**config.mk**
```make
export PLATFORM = sky130hd
export DESIGN_NAME = led_driver_fault_protection
export DESIGN_NICKNAME = d
export VERILOG_FILES = /design/src/rtl/led_prot_pkg.sv /design/src/rtl/led_driver_fault_protection.sv /design/src/rtl/on_pulse_ctrl.sv /design/src/rtl/bb_short_counter.sv
export SDC_FILE = /design/constraint.sdc
export NUM_CORES = 1
export LEC_CHECK = 0
export ABC_CLOCK_PERIOD_IN_PS = 2140
export BUFFER_PORTS_ARGS = -buffer_cell sky130_fd_sc_hd__buf_2
export CORE_ASPECT_RATIO = 0.9
export CORE_MARGIN = 4
export CORE_UTILIZATION = 50
export DETAILED_ROUTE_END_ITERATION = 10
export GPL_TIMING_DRIVEN = 0
export HOLD_SLACK_MARGIN = 0.06
export PLACE_DENSITY = 0.67
export REMOVE_ABC_BUFFERS = 1
export SLEW_MARGIN = 30
export SYNTH_ARGS = -nofsm -noshare
export SYNTH_HDL_FRONTEND = slang
export SYNTH_SLANG_ARGS = --single-unit
```
**constraint.sdc**
```tcl
create_clock -name clk -period 2.14 [get_ports clk]
set_clock_uncertainty 0.1 [all_clocks]
set_input_delay 0.107 -clock clk [delete_from_list [all_inputs] [get_ports clk]]
set_output_delay 0.107 -clock clk [all_outputs]
set_load 0.05 [all_outputs]
```
**src/rtl/led_prot_pkg.sv**
```systemverilog
/*
  constants, timing figures and state encodings for the led driver
  protection block.
  assumes a 250 mhz system clock and an oscillator tick that marks the
  start of each switching cycle.
*/
package led_prot_pkg;

  ////////////////////////////////////////////////////////////////////////
  // clock and derived timing
  localparam int unsigned CLK_PERIOD_NS   = 4;
  // leading-edge blanking, least time, rounded up
  localparam int unsigned BLANK_NS        = 50;
  localparam int unsigned BLANK_CLKS      = (BLANK_NS + CLK_PERIOD_NS - 1) / CLK_PERIOD_NS;
  // boost short must persist this long before hiccup, rounded up
  localparam int unsigned SHORT_QUAL_NS   = 1000;
  localparam int unsigned SHORT_QUAL_CLKS =
    (SHORT_QUAL_NS + CLK_PERIOD_NS - 1) / CLK_PERIOD_NS;
  // retry window after hiccup
  localparam int unsigned RETRY_US        = 20;
  localparam int unsigned RETRY_CLKS      = RETRY_US * 1000 / CLK_PERIOD_NS;
  // fixed part of the power-up start delay
  localparam int unsigned STARTUP_US      = 300;
  localparam int unsigned STARTUP_CLKS    = STARTUP_US * 1000 / CLK_PERIOD_NS;

  ////////////////////////////////////////////////////////////////////////
  // counts in switching cycles
  localparam int unsigned STARTUP_TICKS   = 64;
  localparam int unsigned HICCUP_TICKS    = 8192;
  localparam int unsigned BB_SHORT_TICKS  = 8192;

  ////////////////////////////////////////////////////////////////////////
  // widths and reset values
  localparam int unsigned CNT_W           = 20;
  localparam int unsigned BB_CNT_W        = 14;
  localparam int unsigned BLANK_W         = 4;
  localparam int unsigned QUAL_W          = 8;
  localparam logic        RST_SW_GATE     = 1'b0;
  localparam logic        RST_DIM_GATE    = 1'b1;
  localparam logic        RST_COMP_CONN   = 1'b0;

  ////////////////////////////////////////////////////////////////////////
  // sequencing states, gray along the usual path
  typedef enum logic [2:0] {
    ST_DELAY    = 3'h0,
    ST_PRESTART = 3'h1,
    ST_RUN      = 3'h3,
    ST_HICCUP   = 3'h2,
    ST_RETRY    = 3'h6
  } seq_state_t;

endpackage

```
**src/rtl/led_driver_fault_protection.sv**
```systemverilog
/*
  fault sequencing and gate control for a peak current-mode led driver:
  start delay, overvoltage and thermal shutdown, boost hiccup with retry,
  buck-boost short filtering, dimming and the open-drain fault pin.
  assumes all comparator flags and the oscillator tick are synchronous
  to clk, and that reset_n low means undervoltage lockout.
*/
`timescale 1ns/1ps
module led_driver_fault_protection #(
  parameter int unsigned STARTUP_CLKS = led_prot_pkg::STARTUP_CLKS,
  parameter int unsigned RETRY_CLKS   = led_prot_pkg::RETRY_CLKS,
  parameter int unsigned HICCUP_TICKS = led_prot_pkg::HICCUP_TICKS,
  parameter int unsigned BB_TICKS     = led_prot_pkg::BB_SHORT_TICKS
) (
  // clock and undervoltage reset
  input  wire logic clk,
  input  wire logic reset_n,
  // configuration and oscillator
  input  wire logic buck_boost_mode,
  input  wire logic osc_tick,
  // comparator flags
  input  wire logic overvoltage_sense,
  input  wire logic thermal_trip,
  input  wire logic led_short_boost,
  input  wire logic led_sense_high_low,
  input  wire logic cs_trip,
  // dimming
  input  wire logic pwm_dim_input,
  // gate drives and compensation switch
  output logic      switch_gate_drive,
  output logic      dim_gate_drive,
  output logic      comp_connect,
  // open-drain fault pin
  input  wire logic fault_n_in,
  output logic      fault_n_out,
  output logic      fault_n_oe
);

  ////////////////////////////////////////////////////////////////////////
  // reset release through two flip-flops

  logic rst_meta_r;
  logic rst_sync_r;

  // lockout reaches every flop at once; only its release is retimed,
  // so no flop can leave reset on a partial clock period
  always_ff @(posedge clk or negedge reset_n) begin
    if (!reset_n) begin
      rst_meta_r <= 1'b0;
      rst_sync_r <= 1'b0;
    end else begin
      rst_meta_r <= 1'b1;
      rst_sync_r <= rst_meta_r;
    end
  end

  ////////////////////////////////////////////////////////////////////////
  // declarations

  localparam logic [led_prot_pkg::CNT_W-1:0] STARTUP_LAST =
    led_prot_pkg::CNT_W'(STARTUP_CLKS - 1);
  localparam logic [led_prot_pkg::CNT_W-1:0] TICKS_LAST   =
    led_prot_pkg::CNT_W'(led_prot_pkg::STARTUP_TICKS - 1);
  localparam logic [led_prot_pkg::CNT_W-1:0] HICCUP_LAST  =
    led_prot_pkg::CNT_W'(HICCUP_TICKS - 1);
  localparam logic [led_prot_pkg::CNT_W-1:0] RETRY_LAST   =
    led_prot_pkg::CNT_W'(RETRY_CLKS - 1);
  localparam logic [led_prot_pkg::QUAL_W-1:0] QUAL_FULL   =
    led_prot_pkg::QUAL_W'(led_prot_pkg::SHORT_QUAL_CLKS);

  led_prot_pkg::seq_state_t             state_r;
  led_prot_pkg::seq_state_t             state_nxt;
  logic [led_prot_pkg::CNT_W-1:0]       cnt_r;
  logic [led_prot_pkg::CNT_W-1:0]       cnt_nxt;
  logic [led_prot_pkg::QUAL_W-1:0]      qual_r;
  logic [led_prot_pkg::QUAL_W-1:0]      qual_nxt;
  logic                                 short_qual;
  logic                                 running;
  logic                                 in_hiccup;
  logic                                 in_retry;
  logic                                 shutdown;
  logic                                 sw_enable;
  logic                                 pulse_on;
  logic                                 bb_fault;
  logic                                 any_fault;
  logic                                 sw_gate_r;
  logic                                 sw_gate_nxt;
  logic                                 dim_gate_r;
  logic                                 dim_gate_nxt;
  logic                                 comp_conn_r;
  logic                                 comp_conn_nxt;
  logic                                 flt_oe_r;
  logic                                 flt_oe_nxt;
  logic                                 flt_out_r;

  ////////////////////////////////////////////////////////////////////////
  // boost short qualification

  // saturates at full scale; held clear in hiccup so that every retry
  // needs a fresh, full-length short before it can trip again
  // short must persist before hiccup
  always_comb begin
    qual_nxt = '0;
    if (!buck_boost_mode && led_short_boost && state_r != led_prot_pkg::ST_HICCUP) begin
      if (qual_r != QUAL_FULL) begin
        qual_nxt = qual_r + 1'b1;
      end else begin
        qual_nxt = qual_r;
      end
    end
  end

  assign short_qual = (qual_r == QUAL_FULL);

  always_ff @(posedge clk or negedge rst_sync_r) begin
    if (!rst_sync_r) begin
      qual_r <= '0;
    end else begin
      qual_r <= qual_nxt;
    end
  end

  ////////////////////////////////////////////////////////////////////////
  // start-up and hiccup sequencing

  // one counter serves every timed state; it is cleared on each move
  // so that a state always starts its count from zero
  always_comb begin
    state_nxt = state_r;
    cnt_nxt   = cnt_r;
    unique case (state_r)
      led_prot_pkg::ST_DELAY: begin
        if (cnt_r == STARTUP_LAST) begin
          state_nxt = led_prot_pkg::ST_PRESTART;
          cnt_nxt   = '0;
        end else begin
          cnt_nxt = cnt_r + 1'b1;
        end
      end
      led_prot_pkg::ST_PRESTART: begin
        if (osc_tick) begin
          if (cnt_r == TICKS_LAST) begin
            state_nxt = led_prot_pkg::ST_RUN;
            cnt_nxt   = '0;
          end else begin
            cnt_nxt = cnt_r + 1'b1;
          end
        end
      end
      led_prot_pkg::ST_RUN: begin
        if (short_qual) begin
          state_nxt = led_prot_pkg::ST_HICCUP;
          cnt_nxt   = '0;
        end
      end
      led_prot_pkg::ST_HICCUP: begin
        if (osc_tick) begin
          if (cnt_r == HICCUP_LAST) begin
            state_nxt = led_prot_pkg::ST_RETRY;
            cnt_nxt   = '0;
          end else begin
            cnt_nxt = cnt_r + 1'b1;
          end
        end
      end
      led_prot_pkg::ST_RETRY: begin
        if (short_qual) begin
          state_nxt = led_prot_pkg::ST_HICCUP;
          cnt_nxt   = '0;
        end else if (cnt_r == RETRY_LAST) begin
          state_nxt = led_prot_pkg::ST_RUN;
          cnt_nxt   = '0;
        end else begin
          cnt_nxt = cnt_r + 1'b1;
        end
      end
      default: begin
        state_nxt = led_prot_pkg::ST_DELAY;
        cnt_nxt   = '0;
      end
    endcase
  end

  always_ff @(posedge clk or negedge rst_sync_r) begin
    if (!rst_sync_r) begin
      state_r <= led_prot_pkg::ST_DELAY;
      cnt_r   <= '0;
    end else begin
      state_r <= state_nxt;
      cnt_r   <= cnt_nxt;
    end
  end

  ////////////////////////////////////////////////////////////////////////
  // fault and enable decode

  assign in_hiccup = (state_r == led_prot_pkg::ST_HICCUP);
  assign in_retry  = (state_r == led_prot_pkg::ST_RETRY);
  assign running   = (state_r == led_prot_pkg::ST_RUN) || in_retry;

  // not yet running counts as shutdown, which keeps the switch gate off and the dim gate
  // high through the start delay and the hiccup interval
  // shutdown faults win over dimming
  assign shutdown  = overvoltage_sense || thermal_trip || in_hiccup || !running;
  // buck-boost short does not gate switching
  assign sw_enable = !shutdown && pwm_dim_input;

  // any listed fault pulls the pin
  assign any_fault = overvoltage_sense || thermal_trip || in_hiccup || in_retry || bb_fault;

  ////////////////////////////////////////////////////////////////////////
  // on-pulse generation with blanking

  on_pulse_ctrl u_on_pulse (
    .clk      (clk),
    .rst_n    (rst_sync_r),
    .enable   (sw_enable),
    .osc_tick (osc_tick),
    .cs_trip  (cs_trip),
    .gate_on  (pulse_on)
  );

  ////////////////////////////////////////////////////////////////////////
  // buck-boost short filter

  // the filter runs only once switching has started, so a short seen
  // during the start delay leaves no stale count behind
  bb_short_counter #(
    .LIMIT (BB_TICKS)
  ) u_bb_short (
    .clk         (clk),
    .rst_n       (rst_sync_r),
    .active      (buck_boost_mode && running),
    .osc_tick    (osc_tick),
    .short_ind   (led_sense_high_low),
    .short_fault (bb_fault)
  );

  ////////////////////////////////////////////////////////////////////////
  // output drive values

  // the gate term repeats the enable so that a fault cuts a pulse one
  // cycle sooner than waiting for the pulse logic to drop it
  always_comb begin
    sw_gate_nxt   = pulse_on && sw_enable;
    // dim gate low only when enabled
    dim_gate_nxt  = !sw_enable;
    // comp open in hiccup or dim low
    comp_conn_nxt = pwm_dim_input && !in_hiccup && running;
    flt_oe_nxt    = any_fault;
  end

  // switch gate off, dim gate high and fault released at lockout
  always_ff @(posedge clk or negedge rst_sync_r) begin
    if (!rst_sync_r) begin
      sw_gate_r   <= led_prot_pkg::RST_SW_GATE;
      dim_gate_r  <= led_prot_pkg::RST_DIM_GATE;
      comp_conn_r <= led_prot_pkg::RST_COMP_CONN;
      flt_oe_r    <= 1'b0;
      flt_out_r   <= 1'b0;
    end else begin
      sw_gate_r   <= sw_gate_nxt;
      dim_gate_r  <= dim_gate_nxt;
      comp_conn_r <= comp_conn_nxt;
      flt_oe_r    <= flt_oe_nxt;
      flt_out_r   <= 1'b0;  // open drain only ever pulls low
    end
  end

  ////////////////////////////////////////////////////////////////////////
  // ports

  assign switch_gate_drive = sw_gate_r;
  assign dim_gate_drive    = dim_gate_r;
  assign comp_connect      = comp_conn_r;
  // pin readback is not needed: the fault state is the enable itself
  // open-drain pin driven low when enabled
  assign fault_n_out       = flt_out_r;
  assign fault_n_oe        = flt_oe_r;

endmodule

```
**src/rtl/on_pulse_ctrl.sv**
```systemverilog
/*
  on-pulse timing for peak current-mode control with leading-edge
  blanking of the switch current comparator.
  assumes osc_tick is a one-cycle pulse per switching cycle and cs_trip
  is synchronous to clk.
*/
`timescale 1ns/1ps
module on_pulse_ctrl (
  // clock and reset
  input  wire logic clk,
  input  wire logic rst_n,
  // control
  input  wire logic enable,
  input  wire logic osc_tick,
  input  wire logic cs_trip,
  // pulse
  output logic      gate_on
);

  logic                              on_r;
  logic                              on_nxt;
  logic [led_prot_pkg::BLANK_W-1:0]  blank_r;
  logic [led_prot_pkg::BLANK_W-1:0]  blank_nxt;

  ////////////////////////////////////////////////////////////////////////
  // start, blank and end each on-pulse
  always_comb begin
    on_nxt    = on_r;
    blank_nxt = blank_r;
    if (!enable) begin
      on_nxt    = 1'b0;
      blank_nxt = '0;
    end else if (osc_tick) begin
      on_nxt    = 1'b1;
      blank_nxt = led_prot_pkg::BLANK_W'(led_prot_pkg::BLANK_CLKS);
    end else if (on_r) begin
      if (blank_r != '0) begin
        blank_nxt = blank_r - 1'b1;
      end else if (cs_trip) begin
        on_nxt = 1'b0;
      end
    end
  end

  always_ff @(posedge clk or negedge rst_n) begin
    if (!rst_n) begin
      on_r    <= 1'b0;
      blank_r <= '0;
    end else begin
      on_r    <= on_nxt;
      blank_r <= blank_nxt;
    end
  end

  assign gate_on = on_r;

endmodule

```
**src/rtl/bb_short_counter.sv**
```systemverilog
/*
  saturating up/down counter that filters the buck-boost string short
  indication per switching cycle.
  assumes short_ind and osc_tick are synchronous to clk.
*/
`timescale 1ns/1ps
module bb_short_counter #(
  parameter int unsigned LIMIT = led_prot_pkg::BB_SHORT_TICKS
) (
  // clock and reset
  input  wire logic clk,
  input  wire logic rst_n,
  // inputs
  input  wire logic active,
  input  wire logic osc_tick,
  input  wire logic short_ind,
  // filtered fault
  output logic      short_fault
);

  logic [led_prot_pkg::BB_CNT_W-1:0] cnt_r;
  logic [led_prot_pkg::BB_CNT_W-1:0] cnt_nxt;
  logic                              flt_r;
  logic                              flt_nxt;

  ////////////////////////////////////////////////////////////////////////
  // count up on short cycles, down on clean ones
  always_comb begin
    cnt_nxt = cnt_r;
    flt_nxt = flt_r;
    if (!active) begin
      cnt_nxt = '0;
      flt_nxt = 1'b0;
    end else if (osc_tick) begin
      // up count, fault at full scale
      if (short_ind) begin
        if (cnt_r != led_prot_pkg::BB_CNT_W'(LIMIT - 1)) begin
          cnt_nxt = cnt_r + 1'b1;
        end else begin
          flt_nxt = 1'b1;
        end
      end else begin
        if (cnt_r != '0) begin
          cnt_nxt = cnt_r - 1'b1;
        end else begin
          flt_nxt = 1'b0;
        end
      end
    end
  end

  always_ff @(posedge clk or negedge rst_n) begin
    if (!rst_n) begin
      cnt_r <= '0;
      flt_r <= 1'b0;
    end else begin
      cnt_r <= cnt_nxt;
      flt_r <= flt_nxt;
    end
  end

  assign short_fault = flt_r;

endmodule

```
==> results.yml <==
drt:
  drt_wl_total_um: 10350
  wl_met3_um: 663
  first_pass_iters: 5
  wl_per_cell_um: 17.66
  highest_layer: "met4"
  ant_nets: 0
  vias: 3620
  drtIter0Drc: 359
  via_per_inst: 6.177
  wl_met2_um: 4883
  route.detailed.drc: 0
  wl_met1_um: 4610
timing:
  tightestPinTransition_ns: 0.5602
  fmax_mhz: 431.4
  whs_ns: 0.06490
  slew_viol_final: 0
  period_needed_ns: 2.318
  worst_slack_ns: -0.1781
  min_period_over_period_pct: 108.3
  finalSetupViolCount: 23
  rsz0062_at_grt: "yes"
  hold_violations: 0
  slew_headroom_pct: 62.37
placement:
  port_buffers: 13
  place_hpwl_um: 5472
  gp_congestion: 0.8528
  pre_cts_ws_ns: -0.8859
power_and_ir_drop:
  p_clk_share_pct: 48.4
  swShare_pct: 24.74
  p_switching_uw: 606.2
  p_leak_uw: 0.002166
  powerDensity_mw_per_mm2: 492.4
  vdd_drop_max_v: 0.0004279
  pwr-share-comb_pct: 7.1
  intPower_uw: 1844
  pwr-share-seq_pct: 44.4
die:
  placementRows: 29
  initial_utilization_pct: 51.55
  boundaryPins: 16
  die_y_um: 88.82
  die_w_um: 97.80
  dieArea_mm2: 0.008686
  core_mm2: 0.007039
cts:
  htree_num_levels: 3
  clk_latency_ns: 0.35
  cts-buffers-inserted: 9
  cts_tree: "yes"
  cts_root_buf: "clkbuf_8"
  cts.sinks: 57
  cts_buffer_depth: 2
  clkTransAtPathRegs_ns: 0.08
yosys:
  netlist_area_mm2: 0.003628
  synth_top_area_cell: "dfrtp_1"
  syn-instance-count: 415
  yosys_warnings: 0
  yosysTopAreaCellShare_pct: 38.62
  synth_edf_count: 0
  postSynth.asyncResetShare_pct: 100.0
  ys_seq_area_share_pct: 39.34
  syn_avg_cell_area_um2: 8.743
  synth_most_common_cell: "dfrtp_1"
  ys_ff_latch: 57
  yosys-top-cells-count: "dfrtp_1, nor2_1, nand2_1"
  synthFlopType: "dfrtp_1"
  synth_area_leaders: "dfrtp_1, ha_1, nor2_1, nand2_1, a21oi_1"
  synth_cell_types: 59
worst_setup_path:
  cp.required_ns: 2.27
  worst_ep_arrival_time_ns: 2.45
  ff2ff_path_depth: 7
  worstPathCellList: "nand2_1 -> or4_4 -> o21bai_4 -> o211ai_1 -> buf_4 -> and3_4 -> a221o_1"
  end_kind: "flop"
  slowest_delay_ns: 0.58
  startpoint_type: "flop"
  slowest_stage: "or4_4"
  crit_fanout: 8
  crit_type: "reg -> reg"
  path_buf_inv: 1
  cp_top_family: "simple AND/OR/NAND/NOR gates"
  cp.depth: 7
layout:
  insertedDiodeCount: 0
  drive_gt1_share_pct: 32.45
  area_growth_pct: 37.14
  fillers: 491
  final_nets: 517
global_route:
  track_usage_pct: 22.70
  grt-ovfl-total: 0
  grt_start_max_net_pins: 46
  grt_pass1_wl_um: 15750
  grt_pass1_vias: 3277
  antenna_found_initial: 0
job:
  cap_viol_max_count: 0
outcome:
  violations: "negative setup slack"
  status: "finished, violations left"
worst_hold_path:
  hp-class: "reg -> async"
worst register-to-register path: cells and delay by family, from the launching register on:
kind            cells  cell delay [ns]
buf+inv             1             0.18
simple gates        3             0.85
flops               1             0.53
compound gates      3             0.55
cells in the final DEF (no fill, tap or decap), types with 4 or more instances in the layout:
cell | netlist | layout
nand2_1 | 37 | 35
buf_4 | 2 | 45
nand4_1 | 10 | 10
o21ai_0 | 17 | 11
xor2_1 | 8 | 7
nand3_1 | 21 | 17
nor4_1 | 12 | 9
ha_4 | 0 | 7
dfrtp_2 | 0 | 9
dfrtp_1 | 56 | 46
nor2_1 | 40 | 39
xnor2_1 | 6 | 6
nor3_1 | 19 | 16
ha_1 | 17 | 9
clkbuf_8 | 0 | 10
and3_1 | 12 | 9
dlygate4sd3_1 | 0 | 7
a211oi_2 | 0 | 4
o21ai_1 | 2 | 8
or3_1 | 5 | 4
buf_6 | 4 | 9
inv_1 | 18 | 16
nand2b_1 | 6 | 5
a22o_1 | 13 | 12
a21o_1 | 10 | 10
a21oi_2 | 0 | 5
a21oi_1 | 25 | 20
buf_2 | 2 | 12
and2_1 | 5 | 5
nor2b_1 | 5 | 4
flip-flops by register name (all words and copies together), names as in the netlist:
register / cells
cnt_r: 20
u_bb_short.cnt_r: 14
qual_r: 8
u_on_pulse.blank_r: 4
state_r: 3
comp_connect: 1
dim_gate_drive: 1
fault_n_oe: 1
rst_meta_r: 1
rst_sync_r: 1
switch_gate_drive: 1
u_bb_short.short_fault: 1
u_on_pulse.gate_on: 1
per-layer routing:
metal / vias to the layer above / track usage, %
li1: 1673 / -
met1: 1780 / 30.44
met2: 143 / 36.96
met3: 24 / 4.807
met4: 0 / 7.925
met5: - / 0
path summary, 6_finish.rpt:
check,from,endpoint,slack (ns)
setup / recovery,cnt_r[10],cnt_r[3],-0.18
hold / removal,rst_sync_r,u_bb_short.cnt_r[5],0.06
setup reg to reg,cnt_r[10],cnt_r[3],-0.18
hold reg to reg,rst_sync_r,u_bb_short.cnt_r[5],0.06
max in group asynchronous,reset_n,rst_sync_r,1.30
min in group clk,osc_tick,state_r[1],0.11
per-stage QoR:
stage,total power (uW),utilization [%],cells,instance area (um2),TNS [ns]
global route,2530,70.69,586,4976,-4.114
finish,2450,70.69,586,4976,-2.411
CTS,2428,65.38,565,4602,-1.491
detailed placement,1231,53.22,505,3746,-17.31
floorplan,1186,-,398,3525,-5.161
global placement,1220,52.65,504,3706,-40.29
kinds of logic after synthesis:
family	share of synthesized area, %
buffers and inverters	4.724
AND/OR/NAND/NOR	25.76
flip-flops	39.34
adder cells (fa/ha/maj)	6.414
other	0.2070
AO/OA/AOI/OAI	19.28
multiplexers	0.8965
XOR/XNOR	3.379
cell type report:
class	count	area [um2]	share of cell area, %
Sequential cell	57	1443	28.99
Inverter	18	71.32	1.433
Clock buffer	10	137.6	2.766
Clock inverter	6	90.09	1.810
Multi-Input combinational cell	326	2494	50.11
Timing Repair Buffer	76	624.3	12.55
Tap cell	93	116.4	2.338
timing repair:
item                                   in CTS  in global routing
hold buffers                                7                  0
gates resized for setup                    46                 51
endpoints found under the hold margin       6                  0
pin swaps                                  23                 25
cloned                                      3                  0
buffers inserted                           34                 21
setup endpoints to repair                  30                 31
power groups by stage:
stage	Sequential, uW	Combinational (uW)	Clock, uW
after floorplan	1120	63.1	0
after global placement	1130	94.4	0
after detailed placement	1110	120	0
after CTS	1090	150	1190
after global routing	1090	192	1250
final	1090	175	1190
(Power assumes the default switching activity.)
